<file path="config.mk">
export PLATFORM = sky130hd
export DESIGN_NAME = cbsu_top
export DESIGN_NICKNAME = d
export VERILOG_FILES = /design/src/logic/cbsu_pkg.sv /design/src/logic/cbsu_cond_if.sv /design/src/logic/cbsu_cond_eval.sv /design/src/logic/cbsu_top.sv
export VERILOG_INCLUDE_DIRS = /design/src /design/src/logic
export SDC_FILE = /design/constraint.sdc
export NUM_CORES = 1
export LEC_CHECK = 0
export ABC_AREA = 1
export ABC_CLOCK_PERIOD_IN_PS = 2900
export BUFFER_PORTS_ARGS = -buffer_cell sky130_fd_sc_hd__buf_2
export CORE_ASPECT_RATIO = 1.4
export CORE_MARGIN = 5
export CORE_UTILIZATION = 45
export CTS_CLUSTER_SIZE = 16
export DETAILED_ROUTE_END_ITERATION = 10
export PLACE_DENSITY = 0.77
export SYNTH_ARGS = -nofsm -noshare
export SYNTH_HDL_FRONTEND = slang
export SYNTH_SLANG_ARGS = --single-unit
export TNS_END_PERCENT = 30
</file>
<file path="constraint.sdc">
create_clock -name clock_i -period 2.9 [get_ports clock_i]
set_clock_uncertainty 0.2 [all_clocks]
set_input_delay 0.29 -clock clock_i [delete_from_list [all_inputs] [get_ports clock_i]]
set_output_delay 0.29 -clock clock_i [all_outputs]
set_load 0.01 [all_outputs]
</file>
<file path="src/logic/cbsu_defs.svh">
`ifndef CBSU_DEFS_SVH
`define CBSU_DEFS_SVH

// ==========================================================================
// register map (byte addresses on the bus)
`define CBSU_CTRL_OFS 8'h00
`define CBSU_STATUS_OFS 8'h04
`define CBSU_COUNT_OFS 8'h08
`define CBSU_TARGET_OFS 8'h0c

// ==========================================================================
// field positions and reset values
`define CBSU_CTRL_EN_BIT 0
`define CBSU_CTRL_RST 32'h0000_0001
`define CBSU_STATUS_TAKEN_BIT 0
`define CBSU_STATUS_SKIP_BIT 1
`define CBSU_STATUS_STATE_LSB 4
`define CBSU_COUNT_RST 32'h0000_0000

// ==========================================================================
// status flag positions
`define CBSU_FLAG_C 0
`define CBSU_FLAG_Z 1
`define CBSU_FLAG_N 2
`define CBSU_FLAG_V 3
`define CBSU_FLAG_H 5

// ==========================================================================
// timing and program counter steps
`define CBSU_STEP_FALL 1
`define CBSU_SKIP_ONE_WORD 2
`define CBSU_SKIP_TWO_WORD 3

// ==========================================================================
// bus encodings
`define CBSU_HTRANS_NONSEQ 2'b10
`define CBSU_HRESP_OKAY 1'b0

`endif

</file>
<file path="src/logic/cbsu_pkg.sv">
package cbsu_pkg;

  // ========================================================================
  // decoded skip and branch operations
  typedef enum logic [4:0] {
    skip_io_bit_clear = 5'h00,
    skip_io_bit_set = 5'h01,
    branch_flag_set = 5'h02,
    branch_flag_clear = 5'h03,
    branch_equal = 5'h04,
    branch_not_equal = 5'h05,
    branch_carry_set = 5'h06,
    branch_carry_clear = 5'h07,
    branch_same_or_higher = 5'h08,
    branch_lower = 5'h09,
    branch_minus = 5'h0a,
    branch_plus = 5'h0b,
    branch_signed_ge = 5'h0c,
    branch_signed_lt = 5'h0d,
    branch_halfcarry_set = 5'h0e,
    branch_halfcarry_clear = 5'h0f
  } cbsu_op_e;

  // ========================================================================
  // sequencer states, one-hot
  typedef enum logic [2:0] {
    CBSU_ST_IDLE = 3'b001,
    CBSU_ST_WAIT1 = 3'b010,
    CBSU_ST_WAIT2 = 3'b100
  } cbsu_state_e;

endpackage

</file>
<file path="src/logic/cbsu_cond_if.sv">
`timescale 1ns/1ps

// condition request and verdict between sequencer and evaluator
interface cbsu_cond_if;
  import cbsu_pkg::*;
  cbsu_op_e op;
  logic [2:0] sel;
  logic io_bit;
  logic [7:0] flags;
  logic taken;
  logic is_skip;

  modport eval (
    input op,
    input sel,
    input io_bit,
    input flags,
    output taken,
    output is_skip
  );

  modport user (
    output op,
    output sel,
    output io_bit,
    output flags,
    input taken,
    input is_skip
  );
endinterface

</file>
<file path="src/logic/cbsu_cond_eval.sv">
`timescale 1ns/1ps
`include "cbsu_defs.svh"

module cbsu_cond_eval
  import cbsu_pkg::*;
(
  cbsu_cond_if.eval cond
);

  logic flag_c;
  logic flag_z;
  logic flag_n;
  logic flag_v;
  logic flag_h;
  logic flag_s;

  // ========================================================================
  // flags are only read here, never written back
  assign flag_c = cond.flags[`CBSU_FLAG_C];
  assign flag_z = cond.flags[`CBSU_FLAG_Z];
  assign flag_n = cond.flags[`CBSU_FLAG_N];
  assign flag_v = cond.flags[`CBSU_FLAG_V];
  assign flag_h = cond.flags[`CBSU_FLAG_H];
  assign flag_s = flag_n ^ flag_v;

  // verdict per operation
  always_comb begin
    cond.is_skip = 1'b0;
    case (cond.op)
      skip_io_bit_clear: begin
        cond.taken = ~cond.io_bit;
        cond.is_skip = 1'b1;
      end
      skip_io_bit_set: begin
        cond.taken = cond.io_bit;
        cond.is_skip = 1'b1;
      end
      branch_flag_set: cond.taken = cond.flags[cond.sel];
      branch_flag_clear: cond.taken = ~cond.flags[cond.sel];
      branch_equal: cond.taken = flag_z;
      branch_not_equal: cond.taken = ~flag_z;
      branch_carry_set: cond.taken = flag_c;
      branch_carry_clear: cond.taken = ~flag_c;
      branch_same_or_higher: cond.taken = ~flag_c;
      branch_lower: cond.taken = flag_c;
      branch_minus: cond.taken = flag_n;
      branch_plus: cond.taken = ~flag_n;
      branch_signed_ge: cond.taken = ~flag_s;
      branch_signed_lt: cond.taken = flag_s;
      branch_halfcarry_set: cond.taken = flag_h;
      branch_halfcarry_clear: cond.taken = ~flag_h;
      default: cond.taken = 1'b0;
    endcase
  end

endmodule

</file>
<file path="src/logic/cbsu_top.sv">
// Functional notes
// - skip next instruction when io bit is zero
// - skip next instruction when io bit is one
// - flag-set branch jumps to pc plus k plus one
// - flag-clear branch jumps to pc plus k plus one
// - equal on zero set, not-equal on clear
// - carry branches follow carry flag
// - same-or-higher on carry clear, lower on set
// - minus on negative set, plus on clear
// - signed ge when negative xor overflow zero
// - signed lt when negative xor overflow one
// - halfcarry branches; flag branches take 1/2 cycles
`timescale 1ns/1ps
`include "cbsu_defs.svh"

module cbsu_top
  import cbsu_pkg::*;
#(
  parameter int PC_W = 13,
  parameter int OFS_W = 7
) (
  input wire logic clock_i,
  input wire logic rst_n_i,
  // register bus
  input wire logic hsel_i,
  input wire logic [31:0] haddr_i,
  input wire logic [1:0] htrans_i,
  input wire logic hwrite_i,
  input wire logic [2:0] hsize_i,
  input wire logic [31:0] hwdata_i,
  input wire logic hready_i,
  output logic hreadyout_o,
  output logic [31:0] hrdata_o,
  output logic hresp_o,
  // instruction side
  input wire logic instr_valid_i,
  input wire cbsu_op_e instr_op_i,
  input wire logic [2:0] instr_sel_i,
  input wire logic [OFS_W-1:0] instr_offset_i,
  input wire logic next_two_word_i,
  input wire logic io_bit_i,
  input wire logic [7:0] status_flags_reg_i,
  input wire logic [PC_W-1:0] program_counter_i,
  output logic instr_ready_o,
  output logic stall_o,
  output logic done_o,
  output logic taken_o,
  output logic pc_load_o,
  output logic flush_o,
  output logic [PC_W-1:0] pc_next_o
);

  // ========================================================================
  // condition evaluator
  // the verdict is combinational so an untaken offer ends in one cycle
  cbsu_cond_if cond ();

  assign cond.op = instr_op_i;
  assign cond.sel = instr_sel_i;
  assign cond.io_bit = io_bit_i;
  assign cond.flags = status_flags_reg_i;

  cbsu_cond_eval u_eval (
    .cond(cond)
  );

  // ========================================================================
  // sequencer
  // state, and the result held for the core until the next instruction
  cbsu_state_e state_q;
  cbsu_state_e state_d;
  logic [PC_W-1:0] target_q;
  logic [PC_W-1:0] target_d;
  logic done_q;
  logic done_d;
  logic taken_q;
  logic taken_d;
  logic load_q;
  logic load_d;
  logic skip_q;
  logic skip_d;
  logic [PC_W-1:0] pc_out_q;
  logic [PC_W-1:0] pc_out_d;

  // decode helpers and address arithmetic
  logic enable;
  logic accept;
  logic [PC_W-1:0] ofs_ext;
  logic [PC_W-1:0] pc_fall;
  logic [PC_W-1:0] pc_branch;
  logic [PC_W-1:0] pc_skip;

  // offset is sign extended and taken from the following address
  assign ofs_ext = PC_W'($signed(instr_offset_i));
  assign pc_fall = program_counter_i + PC_W'(`CBSU_STEP_FALL);
  assign pc_branch = pc_fall + ofs_ext;
  assign pc_skip = next_two_word_i ? program_counter_i + PC_W'(`CBSU_SKIP_TWO_WORD)
                                   : program_counter_i + PC_W'(`CBSU_SKIP_ONE_WORD);

  // offers wait while busy or disabled; nothing is lost, the core holds them
  assign instr_ready_o = enable & (state_q == CBSU_ST_IDLE);
  assign accept = instr_valid_i & instr_ready_o;

  // next state and result of the sequencer
  // a taken branch keeps the verdict and target for one busy cycle, which
  // gives the fetch side time to drop the word it already prefetched
  // hazard: next_two_word_i is read at accept and again in the first wait
  // cycle, so the fetch side must hold it steady for the whole skip
  always_comb begin
    state_d = state_q;
    target_d = target_q;
    done_d = 1'b0;
    taken_d = taken_q;
    load_d = 1'b0;
    skip_d = skip_q;
    pc_out_d = pc_out_q;
    case (state_q)
      CBSU_ST_IDLE: begin
        if (accept) begin
          taken_d = cond.taken;
          skip_d = cond.is_skip;
          if (!cond.taken) begin
            // untaken: finished in this cycle, falls through
            done_d = 1'b1;
            pc_out_d = pc_fall;
          end else if (cond.is_skip) begin
            target_d = pc_skip;
            state_d = CBSU_ST_WAIT1;
          end else begin
            target_d = pc_branch;
            state_d = CBSU_ST_WAIT1;
          end
        end
      end
      CBSU_ST_WAIT1: begin
        if (skip_q && next_two_word_i) begin
          // skipping a two-word instruction costs a third cycle
          state_d = CBSU_ST_WAIT2;
        end else begin
          done_d = 1'b1;
          load_d = 1'b1;
          pc_out_d = target_q;
          state_d = CBSU_ST_IDLE;
        end
      end
      // third cycle of a skip over a two-word instruction
      CBSU_ST_WAIT2: begin
        done_d = 1'b1;
        load_d = 1'b1;
        pc_out_d = target_q;
        state_d = CBSU_ST_IDLE;
      end
      // a corrupted state code falls back to idle
      default: begin
        state_d = CBSU_ST_IDLE;
      end
    endcase
  end

  // sequencer registers
  // every register takes its next value on every edge
  always_ff @(posedge clock_i or negedge rst_n_i) begin
    if (!rst_n_i) begin
      state_q <= CBSU_ST_IDLE;
      target_q <= '0;
      done_q <= 1'b0;
      taken_q <= 1'b0;
      load_q <= 1'b0;
      skip_q <= 1'b0;
      pc_out_q <= '0;
    end else begin
      state_q <= state_d;
      target_q <= target_d;
      done_q <= done_d;
      taken_q <= taken_d;
      load_q <= load_d;
      skip_q <= skip_d;
      pc_out_q <= pc_out_d;
    end
  end

  // core facing results
  // done, redirect and flush are one-cycle pulses; pc and verdict hold
  // flush mirrors the redirect: the prefetched word is stale after a jump
  assign stall_o = (state_q != CBSU_ST_IDLE);
  assign done_o = done_q;
  assign taken_o = taken_q;
  assign pc_load_o = load_q;
  assign flush_o = load_q;
  assign pc_next_o = pc_out_q;

  // ========================================================================
  // bus slave: address phase capture
  // zero wait states: a write is held over to the data phase, where
  // hwdata_i stands, and a read word is latched in the address phase
  logic wr_pend_q;
  logic wr_pend_d;
  logic [7:0] wr_addr_q;
  logic [7:0] wr_addr_d;
  logic [31:0] rdata_q;
  logic [31:0] rdata_d;
  logic addr_phase;

  assign addr_phase = hsel_i & hready_i & (htrans_i == `CBSU_HTRANS_NONSEQ);

  // ========================================================================
  // software registers
  // control (enable), status and target are read back; the redirect
  // counter clears on any write to it; the low address byte decodes and the upper bits must be zero
  logic [31:0] ctrl_q;
  logic [31:0] ctrl_d;
  logic [31:0] count_q;
  logic [31:0] count_d;
  logic wr_ctrl;
  logic wr_count;
  logic [31:0] status_word;
  logic [31:0] target_word;

  assign wr_ctrl = wr_pend_q & (wr_addr_q == `CBSU_CTRL_OFS);
  assign wr_count = wr_pend_q & (wr_addr_q == `CBSU_COUNT_OFS);
  assign enable = ctrl_q[`CBSU_CTRL_EN_BIT];

  // control write and redirect counter, increment applies after clear
  always_comb begin
    ctrl_d = ctrl_q;
    if (wr_ctrl) begin
      ctrl_d = 32'h0000_0000;
      ctrl_d[`CBSU_CTRL_EN_BIT] = hwdata_i[`CBSU_CTRL_EN_BIT];
    end
    count_d = wr_count ? `CBSU_COUNT_RST : count_q;
    if (load_d) begin
      count_d = count_d + 32'h0000_0001;
    end
  end

  // control and counter registers
  always_ff @(posedge clock_i or negedge rst_n_i) begin
    if (!rst_n_i) begin
      ctrl_q <= `CBSU_CTRL_RST;
      count_q <= `CBSU_COUNT_RST;
    end else begin
      ctrl_q <= ctrl_d;
      count_q <= count_d;
    end
  end

  // status and target words, built from next values so reads are current
  // the word latched at the address phase matches the registers after it
  always_comb begin
    status_word = 32'h0000_0000;
    status_word[`CBSU_STATUS_TAKEN_BIT] = taken_d;
    status_word[`CBSU_STATUS_SKIP_BIT] = skip_d;
    status_word[`CBSU_STATUS_STATE_LSB +: 3] = state_d;
    target_word = 32'h0000_0000;
    target_word[PC_W-1:0] = target_d;
  end

  // read mux and write capture; unmapped reads return zero
  // addresses above the low byte are outside the block: reads give zero,
  // writes are dropped, and the answer is still okay
  always_comb begin
    wr_pend_d = 1'b0;
    wr_addr_d = wr_addr_q;
    rdata_d = rdata_q;
    if (addr_phase) begin
      wr_pend_d = hwrite_i;
      wr_addr_d = haddr_i[7:0];
      if (!hwrite_i) begin
        case (haddr_i[7:0])
          `CBSU_CTRL_OFS: rdata_d = ctrl_d;
          `CBSU_STATUS_OFS: rdata_d = status_word;
          `CBSU_COUNT_OFS: rdata_d = count_d;
          `CBSU_TARGET_OFS: rdata_d = target_word;
          default: rdata_d = 32'h0000_0000;
        endcase
        if (haddr_i[31:8] != 24'h00_0000) begin
          rdata_d = 32'h0000_0000;
        end
      end else if (haddr_i[31:8] != 24'h00_0000) begin
        wr_pend_d = 1'b0;
      end
    end
  end

  // bus capture registers
  always_ff @(posedge clock_i or negedge rst_n_i) begin
    if (!rst_n_i) begin
      wr_pend_q <= 1'b0;
      wr_addr_q <= 8'h00;
      rdata_q <= 32'h0000_0000;
    end else begin
      wr_pend_q <= wr_pend_d;
      wr_addr_q <= wr_addr_d;
      rdata_q <= rdata_d;
    end
  end

  // zero wait state slave, always OKAY
  // hsize_i is not decoded: every transfer is taken as a whole word
  assign hreadyout_o = 1'b1;
  assign hresp_o = `CBSU_HRESP_OKAY;
  assign hrdata_o = rdata_q;

endmodule

</file>
==> summary.md <==
| Metric | Value |
|---|---|
| Top-count cell post-synth | nand2_1 |
| Max Clock Freq | between 0.3 and 0.4 GHz |
| Largest net degree at the start of global routing | 66 |
| Syn Inst Count | 1,183 |
| # clock sinks | about 140 |
| Clk_lat worst skew | roughly 0.42 ns |
| Global-route wire length before repair | around 37,000 um |
| WS Path Type | register to register |
| DR WL/cell | roughly 14 um |
| Run status | completed |
| R2r endpoint | hrdata_o[22]$_DFFE_PN0P_ |
| Max Root-Sink Buffers | 2 |
| Share of cells above drive strength 1 | 0.1780 |
| Dpl hpwl | between 15,000 and 20,000 um |
| CTS Buf Count | 17 |
| Std cell rows | roughly 60 |
| Relative slew slack | 0.5747 |
| CP max-delay cell | dfrtp_1 |
| Worst path bufs/invs | 2 |
| Flop2flop setup slack | between 0.3 and 0.4 ns |
| Synth top area cells | dfrtp_1, nand2_1, inv_1 |
| Pwr dens | between 500 and 600 nW/um^2 |
| Fin crit period | around 2.6 ns |
| Ports | around 170 |
| Final hold violations | 0 |
| Max-slew violations | 0 |
| Total grt overflow | 0 |
| Hold Path End | state_q[2]$_DFF_PN0_ |
| Top-area cell type share of the netlist area | 0.4028 |
| Min-delay worst type | primary input to register |
| Net count, final | approximately 1.5k |
| Syn Area/Cell | 7.142 um^2 |
| CTS tree | yes |
| Routed WL | 22,030 um |
| Reg2reg start | wr_pend_q$_DFF_PN0_ |
| Crit path top cell by count | nand2_1 |
| CP top delay family | simple AND/OR/NAND/NOR gates |
| Die area | approximately 22,000 um^2 |
| Port Buffers | ~130 |
| DRC Markers | 0 |
| CTS clk-pin slew, worst paths | 0.06 ns |
| Worst Reg-to-Reg Cells | 18 |
| Vias | slightly below 8k |
| Most used DFF post-synth | dfrtp_1 |
| Yosys top cell by area | dfrtp_1 |
| Pwr Total | between 5 and 6 mW |
| CP Capture Type | register |
| Max stage delay on crit path | between 0.3 and 0.4 ns |
| Antenna Violating Nets Remaining | 0 |
| Final period util | 0.8873 |
| Max cap viols | 0 |
| H-tree depth | 4 |
| Syn Nets | roughly 1.3k |
| Crit path DAT | approximately 2.7 ns |
| Vias in the first global route | slightly above 8k |
| Worst hold path startpoint | next_two_word_i |
| Ys Warns | 0 |
| GRT Total Usage | 0.2073 |
| P_leak | 5.564 nW |
| Die height | around 170 um |
| Setup-failing EPs final | 0 |
| Async set-reset flop share out of synthesis | 1.000 |
| Mapped cell area | about 8400 um^2 |
| Type of origin of the critical path | register |
| RSZ-0062 raised after global routing | false |
| Area Growth Syn to Fin | 20.30% |
| Via-per-instance ratio | around 5.0 |
| Crit-path max FO | 3 |
| Post-synth EDFFs | 0 |
| Critical path origin | wr_pend_q$_DFF_PN0_ |
| Initial antenna violation count | 0 |
| Maximum vdd drop | approximately 0.00042 V |
| TritonRoute pass-1 iters | 6 |
| Initial drt markers | approximately 450 |
| Die span in x | 125.8 um |
| Initial Util | 0.4560 |
| Netlist cell types | 56 |
| CP cell instances | nand2_1 -> inv_1 -> nand2_4 -> nand2_2 -> inv_1 -> ha_1 -> nand2_1 -> a21oi_1 -> nand2_1 -> nor2_1 -> nand2_2 -> nor2_2 -> nand2_1 -> nand2_1 -> nand2_1 -> o21ai_1 -> nand2_1 -> nand2_1 |
| Hold depth | 3 |
| Top cells by count, synth | nand2_1, inv_1, dfrtp_1 |
| Core Area | 18,530 um^2 |
| Clock root buffer | clkbuf_16 |
| Slew @ Worst Pin | approximately 0.64 ns |
| Sequential area share after synthesis | 0.4090 |
| RePlAce Congestion | ~0.94 |
| Register bit total from synthesis | 138 |
| Hold_ws | ~0.01 ns |
| Final design utilization | 0.5486 |
| Diodes inserted | 0 |
| Worst EP required | roughly 3 ns |
## power by group
group / switching (mW) / internal (mW) / total [mW]
clock: 0.901 / 1.31 / 2.21
combinational: 0.750 / 0.452 / 1.20
sequential: 0.157 / 2.18 / 2.33
## sequential cells by signal, summed over array words and instances, names as in the netlist, 3 cells and up
| signal | cells |
|---|---|
| state_q | 3 |
| ctrl_q | 32 |
| target_q | 13 |
| hrdata_o | 32 |
| count_q | 32 |
| wr_addr_q | 8 |
| pc_next_o | 13 |
## worst reg2reg max path, cell delays in order (launching register included)
cell	delay, ns
dfrtp_1	0.38
nand2_1	0.10
inv_1	0.09
nand2_4	0.09
nand2_2	0.07
inv_1	0.06
ha_1	0.18
nand2_1	0.06
a21oi_1	0.12
nand2_1	0.08
nor2_1	0.20
nand2_2	0.15
nor2_2	0.19
nand2_1	0.07
nand2_1	0.07
nand2_1	0.07
o21ai_1	0.19
nand2_1	0.08
nand2_1	0.06
## per-layer routing
layer	vias to the layer above	GRT usage	wire (um)
met4	0	0.09426	779
li1	4002	-	-
met1	3665	0.2248	8620
met3	61	0.02658	928
met2	207	0.4008	11700
met5	-	0	0
## worst max path at each step
stage | endpoint | slack, ns | depth (start not counted)
6_report | hrdata_o[22]$_DFFE_PN0P_ | 0.33 | 18
5_1_grt | hrdata_o[30]$_DFFE_PN0P_ | 0.01 | 18
4_1_cts | hrdata_o[22]$_DFFE_PN0P_ | 0.27 | 18
3_5_place_dp | hrdata_o[8]$_DFFE_PN0P_ | -0.03 | 18
3_3_place_gp | hrdata_o[12]$_DFFE_PN0P_ | -0.0000009 | 21
2_1_floorplan | hrdata_o[12]$_DFFE_PN0P_ | 0.41 | 19
## metrics by stage
stage / TNS, ns / instance area [um^2] / cells / setup WS, ns
floorplan: 0 / 8449 / 1183 / 0.4139
global placement: 0 / 9448 / 1549 / -0.0000008882
detailed placement: -0.06589 / 9448 / 1549 / -0.03025
CTS: 0 / 10160 / 1592 / 0.2681
global route: 0 / 10160 / 1592 / 0.01398
finish: 0 / 10160 / 1592 / 0.3268
## cells in the final DEF (no fill, tap or decap), types with 7 or more instances in the layout
cell type / instances
nand2_1: 408
inv_1: 157
dfrtp_1: 136
buf_2: 128
nor2_1: 119
nand3_1: 67
o21ai_0: 44
buf_4: 25
xor2_1: 22
a21oi_1: 22
nand4_1: 18
ha_1: 17
clkbuf_16: 17
nor3_1: 15
a31oi_1: 14
dlygate4sd3_1: 11
nand2_2: 10
xnor2_1: 7
nand3b_1: 7
nor2_2: 7
and2_1: 7
## layout make-up
class	instances	area [um^2]
inverter	161	604.3
clock inverter	14	158.9
tap	244	305.3
timing repair buffer	167	989.7
fill	1692	8364
clock buffer	18	439.2
sequential	138	3456
multi-input combinational	850	4212
## timing repair
| item | 4_1_cts | 5_1_grt |
|---|---|---|
| buffers inserted | 0 | 0 |
| resized for setup | 0 | 3 |
| hold endpoints to repair | 73 | 0 |
| endpoints found under the setup margin | 0 | 3 |
| hold buffers | 11 | 0 |
## cells by family (layout without fill, tap and decap cells)
family / Yosys count / count (layout) / synth area share
buffers and inverters: 195 / 360 / 0.09492
other: 2 / 2 / 0.0008888
AND/OR/NAND/NOR: 693 / 693 / 0.3603
flip-flops: 138 / 138 / 0.4090
adder cells (fa/ha/maj): 18 / 18 / 0.02754
AO/OA/AOI/OAI: 104 / 104 / 0.06960
XOR/XNOR: 33 / 33 / 0.03776
Note: power is estimated with default switching activity, not from simulation.
